==> src/bore_consts.svh <==
// Constants for the bit-operation and rotate execute block
`ifndef BORE_CONSTS_SVH
`define BORE_CONSTS_SVH
`define BORE_OP_BIT_CLEAR   4'h4
`define BORE_OP_BIT_SET     4'h5
`define BORE_OP_BIT_TEST    4'h6
`define BORE_OP_ROTATE_HI   6'h0d
`define BORE_FADDR_LSB      0
`define BORE_BIT_LSB        7
`define BORE_DEST_BIT       7
`define BORE_W_RESET        8'h00
`define BORE_FILE_DEPTH     128
`endif

==> src/bore_pkg.sv <==
// Types for the bit-operation and rotate execute block
`default_nettype none
package bore_pkg;
  typedef struct packed {
    logic        valid;
    logic [13:0] word;
  } bore_instr_t;

  typedef enum logic [0:0] {
    ST_EXEC = 1'b0,
    ST_FLUSH = 1'b1
  } bore_state_t;

  typedef struct packed {
    logic [7:0] w;
    logic       carry;
    logic       skip;
    logic       busy;
  } bore_result_t;
endpackage
`default_nettype wire

==> src/bore_exec.sv <==
// Execute stage for bit clear, bit set, bit test skip if clear and rotate left
//------------------------------------------------------------
// Summary of operation
//------------------------------------------------------------
`timescale 1ns/1ps
`default_nettype none
`include "bore_consts.svh"
module bore_exec #(
  parameter int DEPTH = `BORE_FILE_DEPTH
) (
  input  wire logic                  clk,
  input  wire logic                  resetn,
  input  wire bore_pkg::bore_instr_t instr,
  input  wire logic                  carry_in_load,
  input  wire logic                  carry_in,
  output var bore_pkg::bore_result_t result,
  output logic                       fwrite_reg,
  output logic [6:0]                 fwaddr_reg,
  output logic [7:0]                 fwdata_reg
);
  import bore_pkg::*;

  if (DEPTH != 128)
  begin : g_depth_bad
    $error("bore_exec needs a 128 entry file");
  end

  //------------------------------------------------------------
  // Decode
  //------------------------------------------------------------
  logic [6:0] faddr;
  logic [2:0] bsel;
  logic       dest;
  logic       is_clr;
  logic       is_set;
  logic       is_tst;
  logic       is_rlf;
  logic [7:0] fval;
  logic       exec_ok;

  assign faddr  = instr.word[`BORE_FADDR_LSB +: 7];
  assign bsel   = instr.word[`BORE_BIT_LSB +: 3];
  assign dest   = instr.word[`BORE_DEST_BIT];
  assign is_clr = instr.word[13:10] == `BORE_OP_BIT_CLEAR;
  assign is_set = instr.word[13:10] == `BORE_OP_BIT_SET;
  assign is_tst = instr.word[13:10] == `BORE_OP_BIT_TEST;
  assign is_rlf = instr.word[13:8] == `BORE_OP_ROTATE_HI;

  bore_file #(
    .DEPTH (DEPTH),
    .AW    (7)
  ) u_file (
    .clk    (clk),
    .resetn (resetn),
    .raddr  (faddr),
    .rdata  (fval),
    .we     (fwrite_reg),
    .waddr  (fwaddr_reg),
    .wdata  (fwdata_reg)
  );

  //------------------------------------------------------------
  // State and datapath
  //------------------------------------------------------------
  bore_state_t state_reg;
  bore_state_t state_next;
  logic [7:0]  w_reg;
  logic [7:0]  w_next;
  logic        carry_reg;
  logic        carry_next;
  logic        skip_next;
  logic        fwrite_next;
  logic [6:0]  fwaddr_next;
  logic [7:0]  fwdata_next;
  logic [7:0]  mask;

  assign mask = 8'h01 << bsel;

  always_comb
  begin
    state_next  = state_reg;
    w_next      = w_reg;
    carry_next  = carry_reg;
    skip_next   = 1'b0;
    fwrite_next = 1'b0;
    fwaddr_next = faddr;
    fwdata_next = fval;
    exec_ok     = 1'b0;
    if (carry_in_load)
      carry_next = carry_in;
    case (state_reg)
      ST_EXEC:
      begin
        exec_ok = instr.valid;
        if (exec_ok && is_clr)
        begin
          fwrite_next = 1'b1;
          fwdata_next = fval & ~mask;
        end
        if (exec_ok && is_set)
        begin
          fwrite_next = 1'b1;
          fwdata_next = fval | mask;
        end
        if (exec_ok && is_tst && ((fval & mask) == 8'h00))
        begin
          skip_next  = 1'b1;
          state_next = ST_FLUSH;
        end
        if (exec_ok && is_rlf)
        begin
          carry_next = fval[7];
          if (dest)
          begin
            fwrite_next = 1'b1;
            fwdata_next = {fval[6:0], carry_reg};
          end
          else
            w_next = {fval[6:0], carry_reg};
        end
      end
      ST_FLUSH:
        state_next = ST_EXEC;
      default:
        state_next = ST_EXEC;
    endcase
  end

  always_ff @(posedge clk)
  begin
    if (!resetn)
    begin
      state_reg  <= ST_EXEC;
      w_reg      <= `BORE_W_RESET;
      carry_reg  <= 1'b0;
      fwrite_reg <= 1'b0;
      fwaddr_reg <= 7'h00;
      fwdata_reg <= 8'h00;
      result     <= '0;
    end
    else
    begin
      state_reg    <= state_next;
      w_reg        <= w_next;
      carry_reg    <= carry_next;
      fwrite_reg   <= fwrite_next;
      fwaddr_reg   <= fwaddr_next;
      fwdata_reg   <= fwdata_next;
      result.w     <= w_next;
      result.carry <= carry_next;
      result.skip  <= skip_next;
      result.busy  <= state_next == ST_FLUSH;
    end
  end
endmodule
`default_nettype wire

==> src/bore_file.sv <==
// Data file register array with one combinational read port and one write port
`timescale 1ns/1ps
`default_nettype none
module bore_file #(
  parameter int DEPTH = 128,
  parameter int AW    = 7
) (
  input  wire logic          clk,
  input  wire logic          resetn,
  input  wire logic [AW-1:0] raddr,
  output logic      [7:0]    rdata,
  input  wire logic          we,
  input  wire logic [AW-1:0] waddr,
  input  wire logic [7:0]    wdata
);
  logic [7:0] mem [DEPTH];
  logic [7:0] mem_next [DEPTH];

  if (DEPTH > (1 << AW) || DEPTH < 1)
  begin : g_depth_bad
    $error("bore_file depth does not fit address width");
  end

  assign rdata = mem[raddr];

  always_comb
  begin
    for (int i = 0; i < DEPTH; i++)
      mem_next[i] = mem[i];
    if (we)
      mem_next[waddr] = wdata;
  end

  always_ff @(posedge clk)
  begin
    for (int i = 0; i < DEPTH; i++)
      mem[i] <= resetn ? mem_next[i] : 8'h00;
  end
endmodule
`default_nettype wire

==> config.mk <==
export PLATFORM = sky130hd
export DESIGN_NAME = bore_exec
export DESIGN_NICKNAME = d
export VERILOG_FILES = /design/src/bore_pkg.sv /design/src/bore_exec.sv /design/src/bore_file.sv
export VERILOG_INCLUDE_DIRS = /design/src /design/src/src
export SDC_FILE = /design/constraint.sdc
export NUM_CORES = 2
export LEC_CHECK = 0
export ABC_CLOCK_PERIOD_IN_PS = 3400
export BUFFER_PORTS_ARGS = -buffer_cell sky130_fd_sc_hd__buf_2
export CORE_MARGIN = 5
export CORE_UTILIZATION = 55
export DETAILED_ROUTE_END_ITERATION = 10
export GPL_TIMING_DRIVEN = 0
export PLACE_DENSITY_LB_ADDON = 0.1
export SLEW_MARGIN = 20
export SYNTH_ARGS = -nofsm -noshare
export SYNTH_HDL_FRONTEND = slang
export SYNTH_SLANG_ARGS = --single-unit
==> constraint.sdc <==
create_clock -name clk -period 3.4 [get_ports clk]
set_clock_uncertainty 0.05 [all_clocks]
set_input_delay 0.51 -clock clk [delete_from_list [all_inputs] [get_ports clk]]
set_output_delay 0.51 -clock clk [all_outputs]
set_load 0.1 [all_outputs]
==> results.yml <==
layout:
  layout-drive-gt1-share_pct: 12.0
  largest_reg_flops: 1024
  nNetsFinal: 5540
  final_cell_mix: "1186 x nand2_1, 1050 x dfxtp_1, 835 x a21boi_0, 544 x nand3_1, 388 x clkbuf_1"
  nFillCells: 7785
  ff_latch_area_um2: 21000
  multiInputGateArea_um2: 26200
  finish.instance_area_um2: 55200
  area_growth_pct: 12.4
  final_common_cell: "nand2_1"
yosys:
  synth_edf_count: 0
  async_flop_share_pct: 0
  syn_avg_cell_area_um2: 9.16
  mappedNetlistArea_um2: 49100
  ys_types: 64
  seq_area_frac_synth_pct: 42.8
  synth_fp_nets: 5383
  syn_inst: 5364
  synthFlopType: "dfxtp_1"
  ys_ff_latch: 1050
  yosysWarnings: 0
sta:
  hold_viol: 0
  finalSetupViolations: 89
  fin_crit_ns: 3.69
  worst_pin_slew_ns: 1.34
  fin_crit_sh_pct: 109
  fmax_mhz: 271
  worst_slack_ns: -0.293
  tns_ns: -4.48
  rsz0062_at_grt: "true"
  whs_ns: 0.0535
  drv_slew: 0
  slew_headroom_pct: 11.0
floorplanning:
  core-area_um2: 88500
  die_y_um: 309
  fp.dieW_um: 309
  dieArea_um2: 95400
  io_pins: 46
  start_util_pct: 55.5
  rows: 109
power:
  p_clk_share_pct: 46.4
  netSwitchingPower_mw: 7.21
  p_leak_nw: 17.0
  worst_ir_drop_vdd_mv: 0.432
  power_density_nw_per_um2: 494
  power.internal_mw: 20.1
  swShare_pct: 26.4
  power_frac_comb_pct: 8.4
  p_seq_share_pct: 45.2
  finalPower_mw: 27.3
clock_tree:
  htree_levels: 3
  numClockSinks: 1050
  clk_pin_slew_ns: 0.07
  cts_tree: "yes"
  cts_buffer_depth: 3
  clkLatencyLatePin_ns: 0.73
  cts-root-buf: "clkbuf_16"
  numCtsBuffers: 112
place:
  dp_slack_ns: -2.02
  place_congestion: 1.05
  place_area_um2: 50900
  io_buffers: 38
  hpwl_um: 155000
detailed_routing:
  post_drt_via_cell_ratio: 6.82
  first_pass_iters: 6
  drt_iter0_drc: 7714
  vias: 46238
  routed_wl_um: 228000
  drtAntennaViolNets: 0
  wire_per_inst_um: 33.7
  drcViolationCount: 0
global_routing:
  grt_use_total_pct: 46.2
  overflow: 0
  met3_usage_pct: 17.3
  busiest_layer: "met2"
  met2_usage_pct: 62.5
  grt_first_pass_wirelength_um: 315000
  antenna_found_initial: 20
  met1_usage_pct: 60.7
  grt_max_degree: 15
  grt_pass1_vias: 41938
worst_setup_path:
  crit_required_ns: 3.96
  crit_arrival_ns: 4.25
  endpoint_kind: "flop"
  cp_max_fo: 10
  crit_type: "input pin to flop"
  start_kind: "input pin"
outcome:
  violations: "setup timing"
  status: "complete, but fails checks"
min_path:
  min_path_type: "input pin to flop"
job:
  maxCapViolCount: 0
-- final timing paths --
path / from / to / slack [ns] / cells after the start
max: instr[2] / result[1]$_SDFF_PP0_ / -0.29 / 13
min reg2reg: u_file.mem[67][4]$_SDFFE_PN0P_ / u_file.mem[67][4]$_SDFFE_PN0P_ / 0.41 / 2
max reg2reg: fwaddr_reg[2]$_SDFF_PN0_ / u_file.mem[79][4]$_SDFFE_PN0P_ / -0.15 / 6
min: resetn / fwrite_reg$_SDFF_PP0_ / 0.05 / 3
-- layer usage --
layer / vias to the layer above / wire (µm)
met5: - / 253
li1: 19125 / -
met1: 22439 / 83100
met3: 948 / 35400
met2: 3718 / 89800
met4: 8 / 20000
-- logic make-up after synthesis --
kind of cell           share of synthesized area (%)
and+or+nand+nor                                 19.4
AOI/OAI and AO/OA                               16.7
DFF                                             42.8
buffers and inverters                           4.53
muxes                                           16.6
-- power groups by stage --
stage | sequential (mW) | clock (mW) | combinational, mW
final | 12.3 | 12.7 | 2.29
after global routing | 12.3 | 13.1 | 2.23
after CTS | 12.3 | 12.5 | 2.12
after detailed placement | 12.6 | 0 | 2.08
after global placement | 12.6 | 0 | 2.07
after floorplan | 12.7 | 0 | 1.02
-- critical path, stage by stage --
cell	delay, ns
buf_2	0.16
buf_2	0.29
buf_2	0.60
nor2_1	0.28
clkbuf_2	0.47
a22oi_1	0.51
a211oi_1	0.24
nor4_2	0.27
buf_4	0.18
nor2_1	0.05
o31ai_2	0.20
o2111ai_1	0.16
a2111oi_2	0.31
-- cell usage after synthesis, types with 7 or more instances --
library cell | number | area share, %
nor2b_1 | 207 | 2.6
a21oi_1 | 35 | 0.36
nor3_1 | 27 | 0.28
dfxtp_1 | 1050 | 43
a211oi_1 | 15 | 0.23
o21ai_0 | 136 | 1.4
nor2_1 | 111 | 0.85
buf_4 | 13 | 0.20
nor4_1 | 8 | 0.10
o22ai_1 | 9 | 0.11
and2_1 | 15 | 0.19
buf_6 | 20 | 0.46
clkbuf_1 | 414 | 3.2
nand3_1 | 546 | 5.6
or2_2 | 10 | 0.13
o221ai_1 | 24 | 0.43
nand2b_1 | 15 | 0.19
a22oi_1 | 31 | 0.47
buf_1 | 23 | 0.18
a21boi_0 | 835 | 13
buf_2 | 29 | 0.30
mux4_2 | 242 | 11
nand2_1 | 1187 | 9.1
mux2_2 | 7 | 0.16
mux2i_1 | 262 | 5.3
-- per-stage QoR --
step	utilization, %	cells
floorplan	-	5364
detailed placement	57.6	6572
CTS	62.1	6767
global placement	57.4	6567
global route	62.4	6769
finish	62.4	6780
-- repair_timing --
| item | CTS | global route |
|---|---|---|
| setup endpoints to repair | 664 | 201 |
| hold buffers | 0 | 0 |
| hold endpoints to repair | 0 | 0 |
| resized for setup | 112 | 79 |
| pin swaps | 3 | 1 |
| setup buffers | 2 | 0 |
-- final cells by class --
cell class                      instances  area share (%)
Multi-Input combinational cell       3800            47.5
Sequential cell                      1050            38.1
Clock buffer                          159            5.85
Buffer                                502            4.56
Tap cell                             1165            2.64
Clock inverter                         36           0.791
Timing Repair Buffer                   45           0.485
Inverter                               10          0.0702
Antenna cell                           13          0.0589
Note: power is estimated with default switching activity, not from simulation.
